### config.mk
export PLATFORM = sky130hd
export DESIGN_NAME = load_switch_bank
export DESIGN_NICKNAME = d
export VERILOG_FILES = /design/src/rtl/lsw_regs_pkg.sv /design/src/rtl/switch_reg_if.sv /design/src/rtl/load_switch_bank.sv /design/src/rtl/load_switch_slice.sv
export SDC_FILE = /design/constraint.sdc
export NUM_CORES = 1
export LEC_CHECK = 0
export BUFFER_PORTS_ARGS = -buffer_cell sky130_fd_sc_hd__buf_4
export CELL_PAD_IN_SITES_DETAIL_PLACEMENT = 1
export CELL_PAD_IN_SITES_GLOBAL_PLACEMENT = 2
export CORE_ASPECT_RATIO = 1.75
export CORE_MARGIN = 1.5
export CORE_UTILIZATION = 35
export CTS_BUF_LIST = sky130_fd_sc_hd__clkbuf_2
export CTS_CLUSTER_SIZE = 12
export DETAILED_ROUTE_END_ITERATION = 8
export PLACE_DENSITY = 0.85
export RECOVER_POWER = 25
export SYNTH_ARGS = -nofsm -noshare
export SYNTH_HDL_FRONTEND = slang
export SYNTH_SLANG_ARGS = --single-unit
### constraint.sdc
create_clock -name ref_clk_i -period 2.9 [get_ports ref_clk_i]
set_input_delay 0.725 -clock ref_clk_i [delete_from_list [all_inputs] [get_ports ref_clk_i]]
set_output_delay 0.725 -clock ref_clk_i [all_outputs]
set_load 0.01 [all_outputs]
### src/rtl/lsw_regs_pkg.sv
// constants, field layout and i2c target states for the load switch bank
// assumes one 125 MHz clock and the i2c pins arriving from outside
package lsw_regs_pkg;

    localparam int NUM_SWITCHES = 3;
    localparam int SYNC_STAGES  = 3;

    // register addresses
    localparam logic [7:0] UV_FLAGS_ADDR = 8'h03;
    localparam logic [7:0] CFG1_ADDR     = 8'h69;
    localparam logic [7:0] CFG2_ADDR     = 8'h6a;
    localparam logic [7:0] CFG3_ADDR     = 8'h6b;

    // reset values
    localparam logic [7:0] CFG1_RESET = 8'h0d;
    localparam logic [7:0] CFG2_RESET = 8'h25;
    localparam logic [7:0] CFG3_RESET = 8'h20;
    localparam logic [2:0] UV_RESET   = 3'h0;

    // configuration field positions
    localparam int EXT_BIT  = 5;
    localparam int SEL_HI   = 4;
    localparam int SEL_LO   = 3;
    localparam int FREQ_HI  = 2;
    localparam int FREQ_LO  = 0;

    // buck selection codes; any code with the high bit set means buck three
    localparam logic [1:0] SEL_BUCK_ONE = 2'h0;
    localparam logic [1:0] SEL_BUCK_TWO = 2'h1;

    // one-hot source route bit positions
    localparam int ROUTE_SYSTEM     = 0;
    localparam int ROUTE_BUCK_ONE   = 1;
    localparam int ROUTE_BUCK_TWO   = 2;
    localparam int ROUTE_BUCK_THREE = 3;
    localparam int ROUTE_W          = 4;

    // i2c target
    localparam logic [6:0] TARGET_ADDR = 7'h60;
    localparam logic [3:0] BYTE_BITS   = 4'h8;
    localparam logic [3:0] LAST_BIT    = 4'h7;

    // charge pump oscillator: slowest code runs at the base frequency
    localparam real CLK_FREQ_KHZ     = 125000.0;
    localparam real CP_BASE_FREQ_KHZ = 12.5;
    localparam int  CP_HALF_CYCLES_BASE =
        $rtoi(CLK_FREQ_KHZ / (2.0 * CP_BASE_FREQ_KHZ));
    localparam int  CP_CNT_W = 13;

    typedef enum logic [3:0] {
        ST_IDLE      = 4'b0000,
        ST_ADDR      = 4'b0001,
        ST_ADDR_ACK  = 4'b0010,
        ST_PTR       = 4'b0011,
        ST_PTR_ACK   = 4'b0100,
        ST_WDATA     = 4'b0101,
        ST_WDATA_ACK = 4'b0110,
        ST_RDATA     = 4'b0111,
        ST_RDATA_ACK = 4'b1000
    } i2c_state_t;

endpackage

### src/rtl/switch_reg_if.sv
// register-side signals between the bank top and one switch slice
// assumes all signals live on the single system clock
`timescale 1ns/1ps
interface switch_reg_if;
    logic       write_pulse;
    logic [7:0] write_data;
    logic       read_clear;
    logic       uv_flag;
    logic [7:0] cfg_readback;

    modport bank  (output write_pulse, write_data, read_clear,
                   input  uv_flag, cfg_readback);
    modport slice (input  write_pulse, write_data, read_clear,
                   output uv_flag, cfg_readback);
endinterface

### src/rtl/load_switch_bank.sv
// i2c target and register bank for three load switch drivers
// assumes scl/sda arrive asynchronously; sda is open drain, driven low only
//
// Contract
// - an enabled switch whose output falls below the uv threshold sets its flag at bit 0, 1 or 2.
// - a uv flag stays set until the interrupt register is read or its switch is disabled, and the read returns then clears it.
// - a disabled switch reads its uv flag as zero and records no event.
// - interrupt register bits 7 to 3 have no function, are written zero and read as anything.
// - config bit 5 picks the system supply rail when one, else the selected internal buck.
// - config bits 4:3 pick buck one for 00, buck two for 01 and buck three for 1x.
// - config bits 2:0 of switches one and two set the pump frequency, 12.5kHz doubling to 1600kHz.
// - config bits 7:6, and bits 2:0 of switch three, are reserved, written zero, read meaningless.
`timescale 1ns/1ps
module load_switch_bank #(
    parameter logic [6:0]  TARGET_ADDR = lsw_regs_pkg::TARGET_ADDR,
    parameter logic [12:0] CP_HALF_BASE =
        13'(lsw_regs_pkg::CP_HALF_CYCLES_BASE)
) (
    // clock and reset
    input  wire logic        ref_clk_i,
    input  wire logic        reset_i,
    // i2c pins
    input  wire logic        scl_i,
    input  wire logic        sda_i,
    output      logic        sda_o,
    output      logic        sda_oe_o,
    // switch status from the power stages
    input  wire logic [2:0]  switch_enable_i,
    input  wire logic [2:0]  uv_level_i,
    // switch controls
    output      logic [3:0]  switch1_source_o,
    output      logic [3:0]  switch2_source_o,
    output      logic [3:0]  switch3_source_o,
    output      logic        switch1_gate_pump_clk_o,
    output      logic        switch2_gate_pump_clk_o
);

    localparam int N = lsw_regs_pkg::NUM_SWITCHES;
    localparam logic [7:0] CFG_ADDR [N] = '{
        lsw_regs_pkg::CFG1_ADDR, lsw_regs_pkg::CFG2_ADDR,
        lsw_regs_pkg::CFG3_ADDR};
    localparam logic [7:0] CFG_RESET [N] = '{
        lsw_regs_pkg::CFG1_RESET, lsw_regs_pkg::CFG2_RESET,
        lsw_regs_pkg::CFG3_RESET};

    typedef struct packed {
        logic [2:0]               scl_sync;
        logic [2:0]               sda_sync;
        logic                     scl;
        logic                     sda;
        lsw_regs_pkg::i2c_state_t state;
        logic [3:0]               bits;
        logic [7:0]               rx;
        logic [7:0]               tx;
        logic [7:0]               ptr;
        logic                     rw;
        logic                     nack;
        logic                     oe;
    } bank_state_t;

    bank_state_t b_q, b_d;
    logic [N-1:0] wr_pulse;
    logic         rd_clear;
    logic [N-1:0] uv_flags;
    logic [7:0]   cfg_rd [N];
    logic [3:0]   route [N];
    logic [N-1:0] pump;

    genvar g;
    generate
        for (g = 0; g < N; g++) begin : g_sw
            switch_reg_if bus ();
            assign bus.write_pulse = wr_pulse[g];
            assign bus.write_data  = b_q.rx;
            assign bus.read_clear  = rd_clear;
            assign uv_flags[g]     = bus.uv_flag;
            assign cfg_rd[g]       = bus.cfg_readback;
            load_switch_slice #(
                .RESET_VALUE  (CFG_RESET[g]),
                .HAS_DRIVE    (g < 2),
                .CP_HALF_BASE (CP_HALF_BASE)
            ) u_slice (
                .ref_clk_i       (ref_clk_i),
                .reset_i         (reset_i),
                .switch_enable_i (switch_enable_i[g]),
                .uv_level_i      (uv_level_i[g]),
                .source_route_o  (route[g]),
                .gate_pump_clk_o (pump[g]),
                .regs            (bus.slice)
            );
        end
    endgenerate

    // read mux; unmapped addresses read zero
    function automatic logic [7:0] read_reg(input logic [7:0] a);
        logic [7:0] r;
        r = 8'h00;
        if (a == lsw_regs_pkg::UV_FLAGS_ADDR) begin
            r = {5'b00000, uv_flags};
        end
        for (int i = 0; i < N; i++) begin
            if (a == CFG_ADDR[i]) begin
                r = cfg_rd[i];
            end
        end
        return r;
    endfunction

    always_comb begin
        logic scl_rise;
        logic scl_fall;
        logic start_seen;
        logic stop_seen;
        logic load_tx;
        scl_rise   = 1'b0;
        scl_fall   = 1'b0;
        start_seen = 1'b0;
        stop_seen  = 1'b0;
        load_tx    = 1'b0;
        wr_pulse   = '0;
        rd_clear   = 1'b0;
        b_d = b_q;
        b_d.scl_sync = {b_q.scl_sync[1:0], scl_i};
        b_d.sda_sync = {b_q.sda_sync[1:0], sda_i};
        if (b_q.scl_sync[1] == b_q.scl_sync[2]) begin
            b_d.scl  = b_q.scl_sync[2];
            scl_rise = b_q.scl_sync[2] & ~b_q.scl;
            scl_fall = ~b_q.scl_sync[2] & b_q.scl;
        end
        if (b_q.sda_sync[1] == b_q.sda_sync[2]) begin
            b_d.sda    = b_q.sda_sync[2];
            // sda moving in the clock that scl falls is data, not a frame
            start_seen = b_q.scl & b_q.scl_sync[2] & b_q.sda
                       & ~b_q.sda_sync[2];
            stop_seen  = b_q.scl & b_q.scl_sync[2] & ~b_q.sda
                       & b_q.sda_sync[2];
        end

        if (start_seen) begin
            b_d.state = lsw_regs_pkg::ST_ADDR;
            b_d.bits  = '0;
            b_d.oe    = 1'b0;
        end else if (stop_seen) begin
            b_d.state = lsw_regs_pkg::ST_IDLE;
            b_d.oe    = 1'b0;
        end else if (scl_rise) begin
            unique case (b_q.state)
                lsw_regs_pkg::ST_ADDR,
                lsw_regs_pkg::ST_PTR,
                lsw_regs_pkg::ST_WDATA: begin
                    b_d.rx   = {b_q.rx[6:0], b_q.sda};
                    b_d.bits = b_q.bits + 4'h1;
                end
                lsw_regs_pkg::ST_RDATA_ACK: begin
                    b_d.nack = b_q.sda;
                end
                default: begin
                end
            endcase
        end else if (scl_fall) begin
            unique case (b_q.state)
                lsw_regs_pkg::ST_IDLE: begin
                end
                lsw_regs_pkg::ST_ADDR: begin
                    if (b_q.bits == lsw_regs_pkg::BYTE_BITS) begin
                        if (b_q.rx[7:1] == TARGET_ADDR) begin
                            b_d.rw    = b_q.rx[0];
                            b_d.oe    = 1'b1;
                            b_d.state = lsw_regs_pkg::ST_ADDR_ACK;
                        end else begin
                            b_d.state = lsw_regs_pkg::ST_IDLE;
                        end
                    end
                end
                lsw_regs_pkg::ST_ADDR_ACK: begin
                    b_d.oe   = 1'b0;
                    b_d.bits = '0;
                    if (b_q.rw) begin
                        load_tx = 1'b1;
                    end else begin
                        b_d.state = lsw_regs_pkg::ST_PTR;
                    end
                end
                lsw_regs_pkg::ST_PTR: begin
                    if (b_q.bits == lsw_regs_pkg::BYTE_BITS) begin
                        b_d.ptr   = b_q.rx;
                        b_d.oe    = 1'b1;
                        b_d.state = lsw_regs_pkg::ST_PTR_ACK;
                    end
                end
                lsw_regs_pkg::ST_WDATA: begin
                    if (b_q.bits == lsw_regs_pkg::BYTE_BITS) begin
                        // the flag register clears by reading or by disabling its switch, never by a write
                        for (int i = 0; i < N; i++) begin
                            wr_pulse[i] = (b_q.ptr == CFG_ADDR[i]);
                        end
                        b_d.ptr   = b_q.ptr + 8'h01;
                        b_d.oe    = 1'b1;
                        b_d.state = lsw_regs_pkg::ST_WDATA_ACK;
                    end
                end
                lsw_regs_pkg::ST_PTR_ACK,
                lsw_regs_pkg::ST_WDATA_ACK: begin
                    b_d.oe    = 1'b0;
                    b_d.bits  = '0;
                    b_d.state = lsw_regs_pkg::ST_WDATA;
                end
                lsw_regs_pkg::ST_RDATA: begin
                    if (b_q.bits == lsw_regs_pkg::LAST_BIT) begin
                        b_d.oe    = 1'b0;
                        b_d.ptr   = b_q.ptr + 8'h01;
                        b_d.state = lsw_regs_pkg::ST_RDATA_ACK;
                    end else begin
                        b_d.tx   = {b_q.tx[6:0], 1'b0};
                        b_d.oe   = ~b_q.tx[6];
                        b_d.bits = b_q.bits + 4'h1;
                    end
                end
                lsw_regs_pkg::ST_RDATA_ACK: begin
                    b_d.bits = '0;
                    if (b_q.nack) begin
                        b_d.state = lsw_regs_pkg::ST_IDLE;
                    end else begin
                        load_tx = 1'b1;
                    end
                end
                default: begin
                    b_d.state = lsw_regs_pkg::ST_IDLE;
                    b_d.oe    = 1'b0;
                end
            endcase
        end

        // snapshot and clear in one cycle, so no event slips between them
        if (load_tx) begin
            b_d.tx    = read_reg(b_q.ptr);
            b_d.oe    = ~b_d.tx[7];
            b_d.state = lsw_regs_pkg::ST_RDATA;
            rd_clear  = (b_q.ptr == lsw_regs_pkg::UV_FLAGS_ADDR);
        end
    end

    always_ff @(posedge ref_clk_i) begin
        if (reset_i) begin
            b_q <= '{scl_sync: 3'h7, sda_sync: 3'h7, scl: 1'b1, sda: 1'b1,
                     state: lsw_regs_pkg::ST_IDLE, bits: 4'h0, rx: 8'h00,
                     tx: 8'h00, ptr: 8'h00, rw: 1'b0, nack: 1'b0,
                     oe: 1'b0};
        end else begin
            b_q <= b_d;
        end
    end

    assign sda_o                   = 1'b0;
    assign sda_oe_o                = b_q.oe;
    assign switch1_source_o        = route[0];
    assign switch2_source_o        = route[1];
    assign switch3_source_o        = route[2];
    assign switch1_gate_pump_clk_o = pump[0];
    assign switch2_gate_pump_clk_o = pump[1];

endmodule

### src/rtl/load_switch_slice.sv
// one load switch: config register, undervoltage flag, charge pump clock
// assumes enable comes from logic on ref_clk_i, uv level from a comparator
`timescale 1ns/1ps
module load_switch_slice #(
    parameter logic [7:0]  RESET_VALUE = lsw_regs_pkg::CFG1_RESET,
    parameter bit          HAS_DRIVE   = 1'b1,
    parameter logic [12:0] CP_HALF_BASE =
        13'(lsw_regs_pkg::CP_HALF_CYCLES_BASE)
) (
    // clock and reset
    input  wire logic                          ref_clk_i,
    input  wire logic                          reset_i,
    // analog side
    input  wire logic                          switch_enable_i,
    input  wire logic                          uv_level_i,
    output      logic [lsw_regs_pkg::ROUTE_W-1:0] source_route_o,
    output      logic                          gate_pump_clk_o,
    // register side
    switch_reg_if.slice                        regs
);

    typedef struct packed {
        logic                ext;
        logic [1:0]          sel;
        logic [2:0]          freq;
        logic                uv;
        logic [2:0]          uv_sync;
        logic                uv_stable;
        logic [3:0]          route;
        logic [12:0]         cnt;
        logic                pump;
    } slice_state_t;

    slice_state_t s_q, s_d;

    // decode the reset route too, so the outputs are one-hot from reset on
    localparam logic [1:0] RESET_SEL =
        RESET_VALUE[lsw_regs_pkg::SEL_HI:lsw_regs_pkg::SEL_LO];
    localparam int RESET_BIT =
        RESET_VALUE[lsw_regs_pkg::EXT_BIT] ? lsw_regs_pkg::ROUTE_SYSTEM
        : (RESET_SEL == lsw_regs_pkg::SEL_BUCK_ONE)
            ? lsw_regs_pkg::ROUTE_BUCK_ONE
        : (RESET_SEL == lsw_regs_pkg::SEL_BUCK_TWO)
            ? lsw_regs_pkg::ROUTE_BUCK_TWO
        : lsw_regs_pkg::ROUTE_BUCK_THREE;
    localparam logic [3:0] RESET_ROUTE = 4'h1 << RESET_BIT;

    always_comb begin
        logic       uv_rise;
        logic [7:0] w;
        uv_rise = 1'b0;
        w = regs.write_data;
        s_d = s_q;
        s_d.uv_sync = {s_q.uv_sync[1:0], uv_level_i};
        // a change counts once the last two stages agree
        if (s_q.uv_sync[1] == s_q.uv_sync[2]) begin
            s_d.uv_stable = s_q.uv_sync[2];
            uv_rise = s_q.uv_sync[2] & ~s_q.uv_stable;
        end
        if (regs.write_pulse) begin
            s_d.ext = w[lsw_regs_pkg::EXT_BIT];
            s_d.sel = w[lsw_regs_pkg::SEL_HI:lsw_regs_pkg::SEL_LO];
            if (HAS_DRIVE) begin
                s_d.freq = w[lsw_regs_pkg::FREQ_HI:lsw_regs_pkg::FREQ_LO];
            end
        end
        // set beats the read clear; disabled switch holds no flag
        s_d.uv = switch_enable_i
               & ((uv_rise & switch_enable_i)
                  | (s_q.uv & ~regs.read_clear));
        s_d.route = '0;
        if (s_d.ext) begin
            s_d.route[lsw_regs_pkg::ROUTE_SYSTEM] = 1'b1;
        end else if (s_d.sel == lsw_regs_pkg::SEL_BUCK_ONE) begin
            s_d.route[lsw_regs_pkg::ROUTE_BUCK_ONE] = 1'b1;
        end else if (s_d.sel == lsw_regs_pkg::SEL_BUCK_TWO) begin
            s_d.route[lsw_regs_pkg::ROUTE_BUCK_TWO] = 1'b1;
        end else begin
            s_d.route[lsw_regs_pkg::ROUTE_BUCK_THREE] = 1'b1;
        end
        // each code step halves the half period, doubling the frequency
        if (HAS_DRIVE) begin
            if (s_q.cnt >= (CP_HALF_BASE >> s_q.freq) - 13'h0001) begin
                s_d.cnt  = '0;
                s_d.pump = ~s_q.pump;
            end else begin
                s_d.cnt = s_q.cnt + 13'h0001;
            end
        end
    end

    always_ff @(posedge ref_clk_i) begin
        if (reset_i) begin
            s_q.ext       <= RESET_VALUE[lsw_regs_pkg::EXT_BIT];
            s_q.sel       <= RESET_VALUE[lsw_regs_pkg::SEL_HI:
                                         lsw_regs_pkg::SEL_LO];
            s_q.freq      <= HAS_DRIVE ?
                RESET_VALUE[lsw_regs_pkg::FREQ_HI:lsw_regs_pkg::FREQ_LO]
                : 3'h0;
            s_q.uv        <= 1'b0;
            s_q.uv_sync   <= 3'h0;
            s_q.uv_stable <= 1'b0;
            s_q.route     <= RESET_ROUTE;
            s_q.cnt       <= 13'h0000;
            s_q.pump      <= 1'b0;
        end else begin
            s_q <= s_d;
        end
    end

    // reserved bits read back as zero
    assign regs.uv_flag      = s_q.uv;
    assign regs.cfg_readback = {2'b00, s_q.ext, s_q.sel, s_q.freq};
    assign source_route_o    = s_q.route;
    assign gate_pump_clk_o   = s_q.pump;

endmodule

==> parameters.txt <==
Parameter                              Value

STA
  Max-slew violations ... 0
  Maximum clock skew at final layout ... 0.05359 ns
  Final hold slack ... 0.2754 ns
  Worst-Margin Slew ... 0.8201 ns
  RSZ-0062 raised after global routing ... true
  Hold Fails Final Rpt ... 0
  Final setup violation count ... 14
  Least setup slack across all paths after layout ... -0.1309 ns
  Relative max-transition margin ... 0.4491
  Final min period ... 3.031 ns
  Top achievable clock speed ... 0.3299 GHz
  Final period util ... 1.045

Setup path
  Largest fanout on the critical path ... 7
  Data arrival time of the critical path ... 3.59 ns
  Endpoint required time on the critical path ... 3.46 ns
  Crit. Startpoint ... g_sw[1].u_slice.regs.cfg_readback[0]$_SDFFE_PP1P_
  Type of element capturing the critical path ... flop
  Worst-case register-to-register setup slack ... -0.13 ns
  Critical R2R Launch ... g_sw[1].u_slice.regs.cfg_readback[0]$_SDFFE_PP1P_
  Category of the critical setup timing path ... reg -> reg
  Worst setup SP type ... flop
  Endpoint of the worst register-to-register path ... g_sw[1].u_slice.s_q[2]$_SDFF_PP0_
  Count of cells along the worst register-to-register path ... 12
  Critical path endpoint ... g_sw[1].u_slice.s_q[2]$_SDFF_PP0_

Clocking
  Number of clock sinks ... 109
  Post-CTS clock slew at the launch and capture registers of the worst setup and hold paths ... 0.31 ns
  Number of buffers created by CTS ... 9
  CTS tree ... yes
  Clock Latency Late Sink ... 0.63 ns
  Max Root-Sink Buffers ... 2
  Hold-fix buffer count after cts ... 0
  Htree depth ... 3
  CTS root buf ... sky130_fd_sc_hd__clkbuf_2

Synth
  Most common cell in the netlist ... sky130_fd_sc_hd__dfxtp_1
  Synth Instances ... 744
  Count of flip-flops with a built-in enable after synthesis ... 0
  Sequential fraction of the synthesis area ... 0.3544
  Yosys warns ... 0
  Average instance area after synthesis ... 8.276 sq um
  Cell taking the most area after synthesis ... sky130_fd_sc_hd__dfxtp_1
  Top flip-flop cell by instance count after synthesis ... sky130_fd_sc_hd__dfxtp_1
  Area fraction of the dominant cell type after synthesis ... 0.3544
  Cells taking the most area after synthesis ... sky130_fd_sc_hd__dfxtp_1, sky130_fd_sc_hd__ha_1, sky130_fd_sc_hd__nand2_1
  Most frequent cells after synthesis ... sky130_fd_sc_hd__dfxtp_1, sky130_fd_sc_hd__nand2_1, sky130_fd_sc_hd__nor2_1
  Number of nets produced by synthesis ... 799
  Distinct cell type count after synthesis ... 76
  Mapped cell area ... 0.006157 sq mm
  Seq cells post-synth ... 109
  Fraction of synthesis flops using an asynchronous set or reset pin ... 0

Drt
  Total via count after detailed routing ... 5402
  Vias per Instance ... 5.402
  Average wire per cell in the routed design ... 17.83 microns
  Number of iterations in the first detailed-routing pass ... 4
  DRC violation total after the first TritonRoute iteration ... 151
  Remaining antenna violation count after routing ... 0
  Count of unresolved DRC violations after routing ... 0
  Routed WL ... 17830 microns

Layout
  Share of final-layout standard cells stronger than drive strength 1 ... 0.1641
  Multi-input combinational cell area ... 0.003724 sq mm
  Layout filler cell count ... 2105
  Number of nets in the layout ... 818
  Register area ... 0.002192 sq mm
  Post-route cell area ... 0.006857 sq mm
  Layout Area Growth over Synthesis ... 11.36%
  Number of standard cells in the final layout excluding fillers ... 1000

Placed design
  GPL Wtd Cong ... 0.8448
  Placed wire-length estimate ... 12910 microns
  Cell total after placement ... 968
  Post-DP Area ... 0.006466 sq mm
  Port Buffer Count ... 24
  Post-Place Worst Slack ... -0.2325 ns

Die
  Die Span X ... 103.3 microns
  Core Footprint ... 0.01738 sq mm
  Initial core utilization ... 0.3543
  Number of placement rows ... 64
  I/O pin cnt ... 26
  Area enclosed by the die boundary ... 0.01843 sq mm
  Die Height ... 178.5 microns

Status
  Violations in the final reports ... negative setup slack
  Result of the run ... finished, violations left

Power and ir drop
  Power density over cell area ... 342.0 mW/mm^2
  Overall power of the completed layout ... 2345 uW
  Static leakage ... 0.002601 uW
  Highest ir drop seen on vdd ... 0.1470 mV

GRT
  First-pass GRT wire length ... 28350 microns
  Vias in the first global route ... 5716
  Total GRT Usage ... 0.1992
  Number of antenna violations at the first check in global routing ... 1
  Overflow left after global routing ... 0
  Pin count of the biggest net entering global routing ... 60

Hold path
  Worst min-delay path startpoint ... sda_i
  Hold/Removal Path Class ... in -> reg

Flow run
  Total of max-cap violations ... 0
[what timing repair did]
item	in CTS	in global routing
setup buffers	11	2
endpoints found under the hold margin	0	0
endpoints found under the setup margin	28	28
resized for setup	35	16
cloned	2	0
pin swaps	17	17
[placed cells by master (no fill, tap or decap), types with 5 or more instances in the layout]
cell and n:
sky130_fd_sc_hd__a211o_1 8, sky130_fd_sc_hd__a21o_1 6, sky130_fd_sc_hd__a21oi_1 55, sky130_fd_sc_hd__a22oi_1 5, sky130_fd_sc_hd__a31oi_1 6, sky130_fd_sc_hd__and3_1 8
sky130_fd_sc_hd__buf_4 50, sky130_fd_sc_hd__clkbuf_1 6, sky130_fd_sc_hd__clkbuf_2 11, sky130_fd_sc_hd__dfxtp_1 105, sky130_fd_sc_hd__ha_1 40, sky130_fd_sc_hd__inv_1 24
sky130_fd_sc_hd__mux2i_1 11, sky130_fd_sc_hd__nand2_1 81, sky130_fd_sc_hd__nand2b_1 9, sky130_fd_sc_hd__nand3_1 27, sky130_fd_sc_hd__nand3b_1 8, sky130_fd_sc_hd__nand4_1 6
sky130_fd_sc_hd__nor2_1 72, sky130_fd_sc_hd__nor2_2 5, sky130_fd_sc_hd__nor2b_1 15, sky130_fd_sc_hd__nor3_1 18, sky130_fd_sc_hd__nor3b_1 6, sky130_fd_sc_hd__o21a_1 5
sky130_fd_sc_hd__o21ai_0 28, sky130_fd_sc_hd__or2_2 10, sky130_fd_sc_hd__xnor2_1 7, sky130_fd_sc_hd__xor2_1 16
[cell families (layout without fill, tap and decap cells)]
| group | count (synthesis) | count (layout) | synth area share |
|---|---|---|---|
| other cells | 1 | 2 | 0.0006090 |
| compound gates | 171 | 173 | 0.1811 |
| buf+inv | 81 | 103 | 0.07031 |
| mux | 14 | 14 | 0.02337 |
| flops | 109 | 109 | 0.3544 |
| simple gates | 300 | 300 | 0.2461 |
| fa+ha+maj | 45 | 45 | 0.09144 |
| xor+xnor | 23 | 23 | 0.03272 |
[worst min-delay path by stage]
| stage | endpoint | slack [ns] | cells past startpoint |
|---|---|---|---|
| 2_1_floorplan | b_d[39]$_SDFF_PP1_ | 0.39 | 1 |
| 3_3_place_gp | b_d[42]$_SDFF_PP1_ | 0.39 | 1 |
| 3_5_place_dp | b_d[42]$_SDFF_PP1_ | 0.40 | 1 |
| 4_1_cts | b_d[41]$_SDFF_PP1_ | 0.22 | 2 |
| 5_1_grt | b_d[41]$_SDFF_PP1_ | 0.22 | 2 |
| 6_report | b_d[38]$_SDFF_PP1_ | 0.28 | 2 |
[sequential cells by signal (all words and copies together), names as in the netlist]
signal and count:
g_sw.u_slice.s_q 32, b_q 29, g_sw.u_slice.regs.cfg_readback 13, g_sw.u_slice.source_route_o 11
g_sw.bus.write_data 8, g_sw.u_slice.s_d 6, b_d 4, g_sw.u_slice.regs.uv_flag 3
g_sw.u_slice.gate_pump_clk_o 2, sda_oe_o 1
[power breakdown]
group | internal, uW | switching (uW) | total, uW
Combinational | 41.1 | 56.3 | 97.4
Clock | 200 | 510 | 710
Sequential | 1520 | 18.8 | 1540
Total | 1760 | 585 | 2350
[stage by stage]
step	TNS, ns	utilization
2_1_floorplan	0	-
3_3_place_gp	-0.02531	0.3721
3_5_place_dp	-3.146	0.3721
4_1_cts	0	0.3906
5_1_grt	-1.900	0.3946
6_report	-1.158	0.3946
[layer usage]
metal | share of wire | track usage | up-vias
li1 | - | - | 2652
met1 | 0.36 | 0.1899 | 2656
met2 | 0.59 | 0.4052 | 55
met3 | 0.012 | 0.02116 | 39
met4 | 0.034 | 0.09178 | 0
met5 | 0 | 0 | -
[worst max-delay path, cell delays in order, from the launching register on]
cell                       delay [ns]
sky130_fd_sc_hd__dfxtp_4         0.46
sky130_fd_sc_hd__inv_6           0.04
sky130_fd_sc_hd__buf_6           0.11
sky130_fd_sc_hd__ha_4            0.17
sky130_fd_sc_hd__a21oi_4         0.12
sky130_fd_sc_hd__a31oi_1         0.05
sky130_fd_sc_hd__o221ai_1        0.23
sky130_fd_sc_hd__ha_1            0.32
sky130_fd_sc_hd__and3_4          0.17
sky130_fd_sc_hd__a31o_4          0.20
sky130_fd_sc_hd__a221o_1         0.36
sky130_fd_sc_hd__a2111o_2        0.59
sky130_fd_sc_hd__nor2_1          0.13
[final cells by class]
| cell class | count | share of cell area |
|---|---|---|
| diodes | 1 | 0.0003650 |
| multi-input cells | 556 | 0.5431 |
| clock buffers | 11 | 0.008029 |
| flip-flops and latches | 109 | 0.3197 |
| repair buffers | 59 | 0.06296 |
| well taps | 231 | 0.04215 |
| inverters | 28 | 0.01624 |
| clock inverters | 5 | 0.007482 |
Note: power is estimated with default switching activity, not from simulation.
